==> config.mk <==
export PLATFORM = sky130hd
export DESIGN_NAME = ispp_host
export DESIGN_NICKNAME = d
export VERILOG_FILES = /design/src/rtl/ispp_pkg.sv /design/src/rtl/ispp_shift.sv /design/src/rtl/ispp_host.sv
export SDC_FILE = /design/constraint.sdc
export NUM_CORES = 1
export LEC_CHECK = 0
export ABC_CLOCK_PERIOD_IN_PS = 3350
export BUFFER_PORTS_ARGS = -buffer_cell sky130_fd_sc_hd__buf_2
export CAP_MARGIN = 20
export CELL_PAD_IN_SITES_DETAIL_PLACEMENT = 0
export CELL_PAD_IN_SITES_GLOBAL_PLACEMENT = 1
export CORE_MARGIN = 3
export CORE_UTILIZATION = 45
export DETAILED_ROUTE_END_ITERATION = 10
export GPL_TIMING_DRIVEN = 0
export PLACE_DENSITY = 0.78
export SYNTH_ARGS = -nofsm -noshare
export SYNTH_HDL_FRONTEND = slang
export SYNTH_SLANG_ARGS = --single-unit
==> constraint.sdc <==
create_clock -name clk -period 3.35 [get_ports clk]
set_clock_uncertainty 0.15 [all_clocks]
set_input_delay 0.335 -clock clk [delete_from_list [all_inputs] [get_ports clk]]
set_output_delay 0.335 -clock clk [all_outputs]
set_load 0.05 [all_outputs]
==> src/rtl/ispp_pkg.sv <==
// package of constants for the serial programming host controller
// assumes a 100 MHz system clock; all times below are converted to cycles
// Functional notes
// - at power-up entry the host holds reset low with supply on and waits at least 10 us before raising select.
// - after raising select at power-up entry the host waits the startup timeout before any session.
// - power-down: clock low, lag time, select high, data out floated, 25 ns, then select and clock floated.
// - after floating select at power-down the host removes supply within 1 us.
// - running-device entry: reset low, select high, then wait reset-to-float delay plus at least 100 ns.
// - exit: clock low, lag time, select high, data out floated, 25 ns, reset high, clock floated.
// - after raising reset on exit the host floats select within zero to two target clocks.
// - the host is the serial master, target the slave; full duplex, byte oriented.
// - bytes go most significant bit first in mode 0: sample on rising, change on falling edge.
// - serial clock period at least 200 ns, high at least 75 ns, low at least 50 ns.
// - the host waits 2.5 ms per write, 5 ms per auto-erase write, 7.5 ms per chip erase.
`default_nettype none
package ispp_pkg;
    // ----------------------------------------------------------------
    // clock and times
    // ----------------------------------------------------------------
    localparam int CLK_PERIOD_PS = 10000;
    localparam int PWRUP_NS = 10000;
    localparam int SSZ_NS = 25;
    localparam int PWRDN_NS = 1000;
    localparam int STL_NS = 100;
    localparam int TCLCL_MAX_NS = 60;
    localparam int SCK_HIGH_NS = 100;
    localparam int SCK_LOW_NS = 100;
    localparam int WR_US = 2500;
    localparam int AWR_US = 5000;
    localparam int ERS_US = 7500;
    localparam int SUT_US = 16000;
    // least times in ns round up; longest times and the us waits round down
    localparam int PWRUP_CYC = (PWRUP_NS * 1000 + CLK_PERIOD_PS - 1) / CLK_PERIOD_PS;
    localparam int SSZ_CYC = (SSZ_NS * 1000 + CLK_PERIOD_PS - 1) / CLK_PERIOD_PS;
    localparam int PWRDN_CYC = (PWRDN_NS * 1000) / CLK_PERIOD_PS;
    localparam int RLZ_STL_CYC = ((2 * TCLCL_MAX_NS + STL_NS) * 1000 + CLK_PERIOD_PS - 1)
        / CLK_PERIOD_PS;
    localparam int RHZ_CYC = 1;
    localparam int SCK_HIGH_CYC = (SCK_HIGH_NS * 1000 + CLK_PERIOD_PS - 1) / CLK_PERIOD_PS;
    localparam int SCK_LOW_CYC = (SCK_LOW_NS * 1000 + CLK_PERIOD_PS - 1) / CLK_PERIOD_PS;
    localparam int WR_CYC = (WR_US * 1000) / (CLK_PERIOD_PS / 1000);
    localparam int AWR_CYC = (AWR_US * 1000) / (CLK_PERIOD_PS / 1000);
    localparam int ERS_CYC = (ERS_US * 1000) / (CLK_PERIOD_PS / 1000);
    localparam int SUT_CYC = (SUT_US * 1000) / (CLK_PERIOD_PS / 1000);
    localparam int CNT_W = 24;
    // ----------------------------------------------------------------
    // commands and nonvolatile wait kinds
    // ----------------------------------------------------------------
    typedef enum logic [2:0] {
        ISPP_CMD_PWRUP = 3'h0,
        ISPP_CMD_START = 3'h1,
        ISPP_CMD_XFER = 3'h2,
        ISPP_CMD_WAIT = 3'h3,
        ISPP_CMD_EXIT = 3'h4,
        ISPP_CMD_PWRDN = 3'h5
    } ispp_cmd_e;
    typedef enum logic [1:0] {
        ISPP_NV_WR = 2'h0,
        ISPP_NV_AWR = 2'h1,
        ISPP_NV_ERS = 2'h2
    } ispp_nv_e;
endpackage : ispp_pkg
`default_nettype wire

==> src/rtl/ispp_shift.sv <==
// mode 0 byte shifter for the programming link, master side
// assumes miso_sync is already synchronised to clk
`timescale 1ns/1ps
`default_nettype none
module ispp_shift
    import ispp_pkg::*;
#(
    parameter int HIGH_CYC = SCK_HIGH_CYC,
    parameter int LOW_CYC = SCK_LOW_CYC
)
(
    input wire logic clk, // system clock
    input wire logic rst, // synchronous reset
    input wire logic start, // begin one byte
    input wire logic [7:0] tx_byte, // byte to send
    input wire logic miso_sync, // synchronised target data
    output logic sck, // serial clock level
    output logic mosi, // serial data out
    output logic done, // one-cycle end pulse
    output logic [7:0] rx_byte // byte received
);
    initial begin
        if (HIGH_CYC < 1 || LOW_CYC < 1 || HIGH_CYC >= 256 || LOW_CYC >= 256)
            $error("ispp_shift: phase counts out of range");
    end
    logic busy_reg, busy_next, sck_reg, sck_next, done_reg, done_next;
    logic [7:0] tx_reg, tx_next, rx_reg, rx_next;
    logic [2:0] bit_reg, bit_next;
    logic [7:0] ph_reg, ph_next;
    // bit engine: data set up during low phase, sampled on rising edge
    always_comb
    begin
        busy_next = busy_reg;
        sck_next = sck_reg;
        tx_next = tx_reg;
        rx_next = rx_reg;
        bit_next = bit_reg;
        ph_next = ph_reg;
        done_next = 1'b0;
        if (!busy_reg) begin
            if (start) begin
                busy_next = 1'b1;
                tx_next = tx_byte; // msb presented first
                bit_next = 3'h7;
                ph_next = 8'(LOW_CYC - 1);
            end
        end else if (ph_reg != 8'h00) begin
            ph_next = ph_reg - 8'h01;
        end else if (!sck_reg) begin
            sck_next = 1'b1; // rising edge: both sides sample
            rx_next = {rx_reg[6:0], miso_sync};
            ph_next = 8'(HIGH_CYC - 1); // high phase at least 75 ns
        end else begin
            sck_next = 1'b0; // falling edge: next bit driven
            tx_next = {tx_reg[6:0], 1'b0};
            ph_next = 8'(LOW_CYC - 1); // low phase at least 50 ns
            if (bit_reg == 3'h0) begin
                busy_next = 1'b0;
                done_next = 1'b1;
            end else begin
                bit_next = bit_reg - 3'h1;
            end
        end
    end
    always_ff @(posedge clk)
    begin
        if (rst) begin
            busy_reg <= 1'b0;
            sck_reg <= 1'b0;
            done_reg <= 1'b0;
            tx_reg <= 8'h00;
            rx_reg <= 8'h00;
            bit_reg <= 3'h0;
            ph_reg <= 8'h00;
        end else begin
            busy_reg <= busy_next;
            sck_reg <= sck_next;
            done_reg <= done_next;
            tx_reg <= tx_next;
            rx_reg <= rx_next;
            bit_reg <= bit_next;
            ph_reg <= ph_next;
        end
    end
    assign sck = sck_reg;
    assign mosi = tx_reg[7];
    assign done = done_reg;
    assign rx_byte = rx_reg;
    // period of at least 200 ns means the high phase lasts its full count
    // eight cycles high covers 75 ns, five cycles low covers 50 ns
    a_sck_high_min: assert property (@(posedge clk) disable iff (rst)
        $rose(sck_reg) |=> sck_reg [*7])
        else $error("serial clock high too short");
    a_sck_low_min: assert property (@(posedge clk) disable iff (rst)
        $fell(sck_reg) |=> !sck_reg [*4])
        else $error("serial clock low too short");
    a_mosi_stable_high: assert property (@(posedge clk) disable iff (rst)
        sck_reg && $past(sck_reg) |-> $stable(tx_reg[7]))
        else $error("data moved in high");
endmodule : ispp_shift
`default_nettype wire

==> src/rtl/ispp_host.sv <==
// host controller for serial in-system programming of a target
// assumes target pins are joined outside with enables; supply switch is power_on
`timescale 1ns/1ps
`default_nettype none
module ispp_host
    import ispp_pkg::*;
#(
    parameter int PWRUP_WAIT = PWRUP_CYC,
    parameter int SUT_WAIT = SUT_CYC,
    parameter int WR_WAIT = WR_CYC,
    parameter int AWR_WAIT = AWR_CYC,
    parameter int ERS_WAIT = ERS_CYC
)
(
    input wire logic clk, // system clock, 100 MHz
    input wire logic rst, // synchronous reset, active high
    input wire logic cmd_valid, // command strobe
    input wire logic [2:0] cmd_op, // command code
    input wire logic [7:0] cmd_data, // byte to send
    input wire logic [1:0] cmd_nv, // nonvolatile wait kind
    output logic cmd_ready, // idle, command accepted
    output logic rsp_valid, // one-cycle completion pulse
    output logic [7:0] rsp_data, // received byte
    output logic session_active, // session open
    output logic power_on, // target supply switch
    output logic rst_n_o, // target reset level
    output logic rst_n_oe, // target reset drive enable
    output logic ss_n_o, // target select level
    output logic ss_n_oe, // target select drive enable
    output logic sck_o, // serial clock level
    output logic sck_oe, // serial clock drive enable
    output logic mosi_o, // serial data level
    output logic mosi_oe, // serial data drive enable
    input wire logic miso_i // target serial data
);
    localparam int MAXW = (1 << CNT_W) - 1;
    initial begin
        if (PWRUP_WAIT < 1 || SUT_WAIT < 1 || ERS_WAIT > MAXW || SUT_WAIT > MAXW
            || WR_WAIT < 1 || AWR_WAIT < 1)
            $error("ispp_host: wait parameter out of range");
    end
    // ----------------------------------------------------------------
    // pin input synchroniser
    // ----------------------------------------------------------------
    logic miso_m_reg, miso_s_reg;
    always_ff @(posedge clk)
    begin
        miso_m_reg <= miso_i;
        miso_s_reg <= miso_m_reg;
    end
    // ----------------------------------------------------------------
    // sequencer
    // ----------------------------------------------------------------
    typedef enum logic [3:0] {
        ISPP_OFF = 4'h0, ISPP_PWRUP = 4'h1, ISPP_SUT = 4'h2, ISPP_IDLE = 4'h3,
        ISPP_STL = 4'h4, ISPP_XFER = 4'h5, ISPP_NVW = 4'h6, ISPP_LAG = 4'h7,
        ISPP_SSZ = 4'h8, ISPP_RHZ = 4'h9, ISPP_PDN = 4'hA, ISPP_RUN = 4'hB
    } ispp_state_e;
    ispp_state_e st_reg, st_next;
    logic [CNT_W-1:0] cnt_reg, cnt_next;
    logic pwr_reg, pwr_next, rstn_reg, rstn_next, rstoe_reg, rstoe_next;
    logic ss_reg, ss_next, ssoe_reg, ssoe_next, sckoe_reg, sckoe_next, mosioe_reg, mosioe_next;
    logic exit_reg, exit_next, rdy_reg, rdy_next, rsp_reg, rsp_next, act_reg, act_next;
    logic sh_start, sh_sck, sh_mosi, sh_done;
    logic [7:0] sh_rx;
    logic sck_reg, mosi_reg;
    logic [7:0] rspd_reg;
    logic cmd_take;
    assign cmd_take = cmd_valid && rdy_reg;
    assign sh_start = cmd_take && ispp_cmd_e'(cmd_op) == ISPP_CMD_XFER && st_reg == ISPP_IDLE;
    ispp_shift u_shift (
        .clk(clk),
        .rst(rst),
        .start(sh_start),
        .tx_byte(cmd_data),
        .miso_sync(miso_s_reg),
        .sck(sh_sck),
        .mosi(sh_mosi),
        .done(sh_done),
        .rx_byte(sh_rx)
    );
    // next state of the entry, session and exit sequences
    always_comb
    begin
        st_next = st_reg;
        cnt_next = (cnt_reg != '0) ? cnt_reg - 1'b1 : cnt_reg;
        pwr_next = pwr_reg;
        rstn_next = rstn_reg;
        rstoe_next = rstoe_reg;
        ss_next = ss_reg;
        ssoe_next = ssoe_reg;
        sckoe_next = sckoe_reg;
        mosioe_next = mosioe_reg;
        exit_next = exit_reg;
        act_next = act_reg;
        rsp_next = 1'b0;
        rdy_next = 1'b0;
        case (st_reg)
            ISPP_OFF, ISPP_RUN:
            begin
                rdy_next = 1'b1;
                if (cmd_take && ispp_cmd_e'(cmd_op) == ISPP_CMD_PWRUP && st_reg == ISPP_OFF) begin
                    // only route into a target with reset as I/O or fuse off
                    pwr_next = 1'b1;
                    rstn_next = 1'b0; // reset held low while supply rises
                    rstoe_next = 1'b1;
                    ss_next = 1'b0;
                    ssoe_next = 1'b1;
                    sckoe_next = 1'b1;
                    cnt_next = CNT_W'(PWRUP_WAIT);
                    st_next = ISPP_PWRUP;
                    rdy_next = 1'b0;
                end else if (cmd_take && ispp_cmd_e'(cmd_op) == ISPP_CMD_START
                    && st_reg == ISPP_RUN) begin
                    rstn_next = 1'b0; // reset low and select high in the same cycle
                    rstoe_next = 1'b1;
                    ss_next = 1'b1;
                    ssoe_next = 1'b1;
                    sckoe_next = 1'b1;
                    cnt_next = CNT_W'(RLZ_STL_CYC); // target floats within two of its clocks
                    st_next = ISPP_STL;
                    rdy_next = 1'b0;
                end else if (cmd_take) begin
                    rsp_next = 1'b1; // illegal here: answered at once, nothing done
                end
            end
            ISPP_PWRUP:
                if (cnt_reg == '0) begin
                    ss_next = 1'b1; // select high after 10 us
                    cnt_next = CNT_W'(SUT_WAIT);
                    st_next = ISPP_SUT;
                end
            ISPP_SUT, ISPP_STL:
                if (cnt_reg == '0) begin // startup timeout or settling over
                    mosioe_next = 1'b1;
                    act_next = 1'b1;
                    rsp_next = 1'b1;
                    rdy_next = 1'b1;
                    st_next = ISPP_IDLE;
                end
            ISPP_IDLE:
            begin
                rdy_next = 1'b1;
                if (cmd_take) begin
                    rdy_next = 1'b0;
                    case (ispp_cmd_e'(cmd_op))
                        ISPP_CMD_XFER: begin
                            ss_next = 1'b0; // lead: sck held low a full low phase first
                            st_next = ISPP_XFER;
                        end
                        ISPP_CMD_WAIT: begin
                            case (ispp_nv_e'(cmd_nv)) // nonvolatile write waits
                                ISPP_NV_WR: cnt_next = CNT_W'(WR_WAIT);
                                ISPP_NV_AWR: cnt_next = CNT_W'(AWR_WAIT);
                                default: cnt_next = CNT_W'(ERS_WAIT);
                            endcase
                            st_next = ISPP_NVW;
                        end
                        ISPP_CMD_EXIT, ISPP_CMD_PWRDN: begin
                            exit_next = ispp_cmd_e'(cmd_op) == ISPP_CMD_EXIT;
                            cnt_next = CNT_W'(SCK_LOW_CYC); // sck is low; lag time
                            st_next = ISPP_LAG;
                        end
                        default: begin
                            rsp_next = 1'b1;
                            rdy_next = 1'b1;
                        end
                    endcase
                end
            end
            ISPP_XFER:
                if (sh_done) begin
                    rsp_next = 1'b1;
                    rdy_next = 1'b1;
                    st_next = ISPP_IDLE; // select stays low across bytes, raised at exit
                end
            ISPP_NVW:
                if (cnt_reg == '0) begin
                    rsp_next = 1'b1;
                    rdy_next = 1'b1;
                    st_next = ISPP_IDLE;
                end
            ISPP_LAG:
                if (cnt_reg == '0) begin
                    ss_next = 1'b1; // select high after lag
                    mosioe_next = 1'b0; // data out floated
                    cnt_next = CNT_W'(SSZ_CYC);
                    st_next = ISPP_SSZ;
                end
            ISPP_SSZ:
                if (cnt_reg == '0) begin
                    sckoe_next = 1'b0;
                    act_next = 1'b0;
                    if (exit_reg) begin
                        rstn_next = 1'b1; // reset high ends session
                        cnt_next = CNT_W'(RHZ_CYC);
                        st_next = ISPP_RHZ;
                    end else begin
                        ssoe_next = 1'b0; // select and clock floated together
                        cnt_next = CNT_W'(PWRDN_CYC);
                        st_next = ISPP_PDN;
                    end
                end
            ISPP_RHZ:
                if (cnt_reg == '0) begin
                    ssoe_next = 1'b0; // select floated within two target clocks
                    rstoe_next = 1'b0;
                    rsp_next = 1'b1;
                    rdy_next = 1'b1;
                    st_next = ISPP_RUN;
                end
            ISPP_PDN:
            begin
                pwr_next = 1'b0; // supply off well inside 1 us
                rstoe_next = 1'b0;
                rstn_next = 1'b1;
                rsp_next = 1'b1;
                rdy_next = 1'b1;
                st_next = ISPP_OFF;
            end
            default: st_next = ISPP_OFF;
        endcase
    end
    // state registers, outputs straight from flops
    always_ff @(posedge clk)
    begin
        if (rst) begin
            st_reg <= ISPP_OFF;
            cnt_reg <= '0;
            pwr_reg <= 1'b0;
            rstn_reg <= 1'b1;
            rstoe_reg <= 1'b0;
            ss_reg <= 1'b1;
            ssoe_reg <= 1'b0;
            sckoe_reg <= 1'b0;
            mosioe_reg <= 1'b0;
            exit_reg <= 1'b0;
            act_reg <= 1'b0;
            rsp_reg <= 1'b0;
            rdy_reg <= 1'b0;
            sck_reg <= 1'b0;
            mosi_reg <= 1'b0;
            rspd_reg <= 8'h00;
        end else begin
            st_reg <= st_next;
            cnt_reg <= cnt_next;
            pwr_reg <= pwr_next;
            rstn_reg <= rstn_next;
            rstoe_reg <= rstoe_next;
            ss_reg <= ss_next;
            ssoe_reg <= ssoe_next;
            sckoe_reg <= sckoe_next;
            mosioe_reg <= mosioe_next;
            exit_reg <= exit_next;
            act_reg <= act_next;
            rsp_reg <= rsp_next;
            rdy_reg <= rdy_next;
            sck_reg <= sh_sck; // one flop after the shifter; mosi delayed alike
            mosi_reg <= sh_mosi;
            rspd_reg <= sh_done ? sh_rx : rspd_reg;
        end
    end
    assign cmd_ready = rdy_reg;
    assign rsp_valid = rsp_reg;
    assign rsp_data = rspd_reg;
    assign session_active = act_reg;
    assign power_on = pwr_reg;
    assign rst_n_o = rstn_reg;
    assign rst_n_oe = rstoe_reg;
    assign ss_n_o = ss_reg;
    assign ss_n_oe = ssoe_reg;
    assign sck_o = sck_reg;
    assign sck_oe = sckoe_reg;
    assign mosi_o = mosi_reg;
    assign mosi_oe = mosioe_reg;
    a_pwrup_reset_low: assert property (@(posedge clk) disable iff (rst)
        $rose(ss_reg) && st_reg == ISPP_SUT |-> !rstn_reg && pwr_reg)
        else $error("reset not low");
    a_session_after_sut: assert property (@(posedge clk) disable iff (rst)
        $rose(act_reg) |-> $past(st_reg) inside {ISPP_SUT, ISPP_STL})
        else $error("early session");
    a_pdn_power_off: assert property (@(posedge clk) disable iff (rst)
        $fell(ssoe_reg) && !exit_reg |-> ##[1:2] !pwr_reg)
        else $error("supply left on");
    a_exit_select_float: assert property (@(posedge clk) disable iff (rst)
        $rose(rstn_reg) && exit_reg |-> ##[1:3] !ssoe_reg)
        else $error("select float late");
    a_sck_low_at_select: assert property (@(posedge clk) disable iff (rst)
        $changed(ss_reg) |-> !sck_reg)
        else $error("select moved with clock high");
    // select is already high at a running-device start, so key on the reset fall
    a_stl_wait_len: assert property (@(posedge clk) disable iff (rst)
        $fell(rstn_reg) && st_reg == ISPP_STL |-> !act_reg [*8] ##1 !act_reg [*8] ##1 !act_reg [*6])
        else $error("settle too short");
endmodule : ispp_host
`default_nettype wire

==> impl_metrics.py <==
metrics = {
    "run_status": {
        "run_status": "finished clean",
    },
    "cts": {
        "ctsLongestPathBuffers": 2,
        "cts.sinks": 81,
        "postCtsSetupRepairBufs": 0,
        "cts_buffers": 9,
        "cts_tree": "built",
        "h_tree_depth": 3,
        "cts_root_buffer": "clkbuf_8",
        "clkSlewWorstSetupHoldPaths_ns": 0.09,
        "worst_skew_pair.late_latency_ns": 0.37,
    },
    "layout": {
        "drive_gt1_share_pct": 13.8,
        "n_fill_cell": 940,
        "largest_register_ffs": 24,
        "syn_to_final_growth_pct": 13.3,
        "multiInputGateArea_sq_um": 2650,
        "num_antenna_cells": 0,
        "fin_nets": 608,
        "sequential_cell_area_sq_um": 1620,
    },
    "timing": {
        "final.period_utilization_pct": 95.5,
        "max_slew_margin_pct": 41.0,
        "fmaxAchievable_mhz": 313,
        "post-route-min-period_ns": 3.20,
        "worst_slew_pin_slew_ns": 0.876,
        "hold_viol": 0,
        "timing.final.max_slew_violations": 0,
        "setup_total_negative_slack_ns": 0,
        "setup-violations-final": 0,
        "grt_setup_unrepaired": "false",
    },
    "setup_path": {
        "cp_slowest_stage_delay_ns": 0.44,
        "crit_path_start_kind": "register",
        "worstPathArrival_ns": 3.28,
        "crit_path_max_fanout": 9,
        "worst_setup_path_end_kind": "register",
        "timing.setup.critical_path_class": "register to register",
        "critical_path.cell_chain": "inv_1 > ha_1 > or4b_1 > buf_2 > or3_1 > buf_6 > nor3_4 > a21oi_2 > o41ai_4 > o31ai_1",
        "ff2ff_path_depth": 10,
        "crit_required_ns": 3.43,
        "crit_slowest_cell": "o41ai_4",
    },
    "routing": {
        "finalWirelength_mm": 12.4,
        "route.detailed.wl_per_inst_microns": 17.3,
        "drt-initial-drc-count": 236,
        "post_drt_via_cell_ratio": 5.84,
        "first_pass_iters": 5,
        "post-route-drc-count": 0,
        "num_vias": 4190,
        "drt.antenna.violating_nets": 0,
    },
    "die": {
        "floorplan.die.height_microns": 105,
        "top_level_ports": 37,
        "die_width_microns": 105,
        "placement_rows": 35,
        "core_region_area_sq_um": 9370,
        "initial_core_util_pct": 47.1,
        "die_area_sq_um": 11000,
    },
    "global_routing": {
        "grt_overflow": 0,
        "antenna_found_initial": 0,
        "grt_max_degree": 16,
        "first_global_vias": 3915,
        "grt_pass1_wl_mm": 20.3,
        "gr-usage-all-layers_pct": 22.8,
    },
    "logic_synthesis": {
        "post_synth_instance_area_sq_um": 4420,
        "synthesis.yosys.warnings": 0,
        "dominantRegCellSynth": "dfxtp_1",
        "post_synth.cell_area_avg_sq_um": 8.24,
        "synth_area_leader_cell": "dfxtp_1",
        "yosysUniqueCellTypes": 73,
        "synth_cells": 536,
        "synth_seq_area_share_pct": 36.7,
        "mappedNetlistNets": 560,
        "post_synth_edffs": 0,
        "area_share_of_the_leading_cell_type_in_the_synthesized_netlist_pct": 36.7,
        "postSynthRegisterBits": 81,
        "synthTopCellsByArea": "dfxtp_1 37%, nor2_1 7.2%, mux2i_1 5.7%, a21oi_1 4.6%, o21ai_0 3.2%",
        "postSynth.asyncResetShare_pct": 0,
    },
    "power_and_ir_drop": {
        "power_density_nw_per_um2": 727,
        "leakagePower_nw": 1.85,
        "worst_ir_drop_vdd_uv": 283,
        "design_power_total_w": 0.00364,
    },
    "placement": {
        "port-buffer-count": 35,
        "detailed_placement_hpwl_mm": 9.06,
        "gp_routability_congestion": 0.962,
    },
    "hold_path": {
        "min_path_cells": 2,
        "worstHoldPathType": "primary input to register",
    },
    "run": {
        "cap_viol_max_count": 0,
    },
}
synth_stat cells (4+ instances only):
cell type and number:
o21ai_0 28, o32ai_1 4, nand3b_1 4, a21o_1 4, xor2_1 9, nor3_1 23
nor2b_1 6, a311oi_1 5, inv_1 10, or2_2 4, or4_1 6, and2_1 5
a211oi_1 17, a31oi_1 5, nand2_1 21, nor4_1 5, nor2_1 85, buf_2 4
mux2i_1 25, xnor2_1 10, nand3_1 11, clkbuf_1 24, o31ai_1 8, a21oi_1 41
ha_1 7, or3_1 8, dfxtp_1 81, nand2b_1 9
final timing paths:
path              start          end  slack (ns)
min           cmd_nv[1]  cnt_reg[15]        0.08
max reg2reg  cnt_reg[0]  cnt_reg[13]        0.15
max          cnt_reg[0]  cnt_reg[13]        0.15
min reg2reg  miso_m_reg   miso_s_reg        0.19
critical path: cells and delay by family (launching register included):
| kind | cells | cell delay [ns] |
|---|---|---|
| simple gates | 3 | 1.21 |
| flops | 1 | 0.34 |
| buf+inv | 3 | 0.45 |
| fa+ha+maj | 1 | 0.22 |
| compound gates | 3 | 0.71 |
power by group:
| part | internal, W | switching [W] | total (W) |
|---|---|---|---|
| registers | 0.00107 | 0.0000903 | 0.00116 |
| clock network | 0.000373 | 0.000398 | 0.000771 |
| logic | 0.000625 | 0.00108 | 0.00171 |
kinds of logic after synthesis:
| kind of cell | share of synthesized area [%] |
|---|---|
| muxes | 5.67 |
| buffers and inverters | 3.97 |
| AOI/OAI and AO/OA | 23.0 |
| xor gates and xnor gates | 3.77 |
| DFF | 36.7 |
| adders and majority gates | 1.98 |
| and+or+nand+nor | 24.9 |
cell type report:
type,instances,share of cell area [%]
repair buffers,37,3.85
clock buffers,10,2.75
inverters,10,0.750
multi-input cells,412,52.8
plain buffers,33,2.75
flip-flops and latches,81,32.4
well taps,129,3.22
clock inverters,6,1.45
per-stage QoR:
stage / hold WS, ns / instances / area [sq um] / setup WS (ns) / util (%)
floorplan: 0.160 / 536 / 4420 / 0.599 / -
global placement: 0.164 / 700 / 4750 / 0.0657 / 50.7
detailed placement: 0.173 / 701 / 4760 / 0.154 / 50.8
CTS: 0.0622 / 718 / 4980 / 0.126 / 53.2
global route: 0.0644 / 718 / 5010 / 0.0263 / 53.4
finish: 0.0779 / 718 / 5010 / 0.152 / 53.4
layout by cell type (no fill, tap or decap), drive strengths merged, types with 4 or more instances in the layout:
| cell type | n |
|---|---|
| a21oi | 42 |
| nand3b | 4 |
| buf | 44 |
| nor2b | 6 |
| xor2 | 9 |
| o31ai | 10 |
| a31oi | 5 |
| o21ai | 31 |
| nand2 | 21 |
| nor4 | 5 |
| nor2 | 85 |
| or3 | 9 |
| mux2i | 25 |
| a211oi | 17 |
| dfxtp | 81 |
| o41ai | 4 |
| clkbuf | 35 |
| nand3 | 11 |
| or4 | 7 |
| nor3 | 25 |
| or2 | 6 |
| inv | 12 |
| o32ai | 4 |
| nand2b | 9 |
| a21o | 4 |
| ha | 7 |
| a311oi | 5 |
| xnor2 | 10 |
| and2 | 6 |
timing repair:
action                                 in CTS  in global routing
endpoints found under the hold margin       1                  0
hold buffers                                1                  0
setup endpoints to repair                   0                  5
gates resized for setup                     0                  4
metal layers:
layer	vias to the layer above	part of all wire, %	track usage, %
li1	2065	-	-
met2	164	45	35.1
met4	0	3.5	9.75
met5	-	0	0
met3	30	5.9	3.64
met1	1931	45	31.5
(Power assumes the default switching activity.)
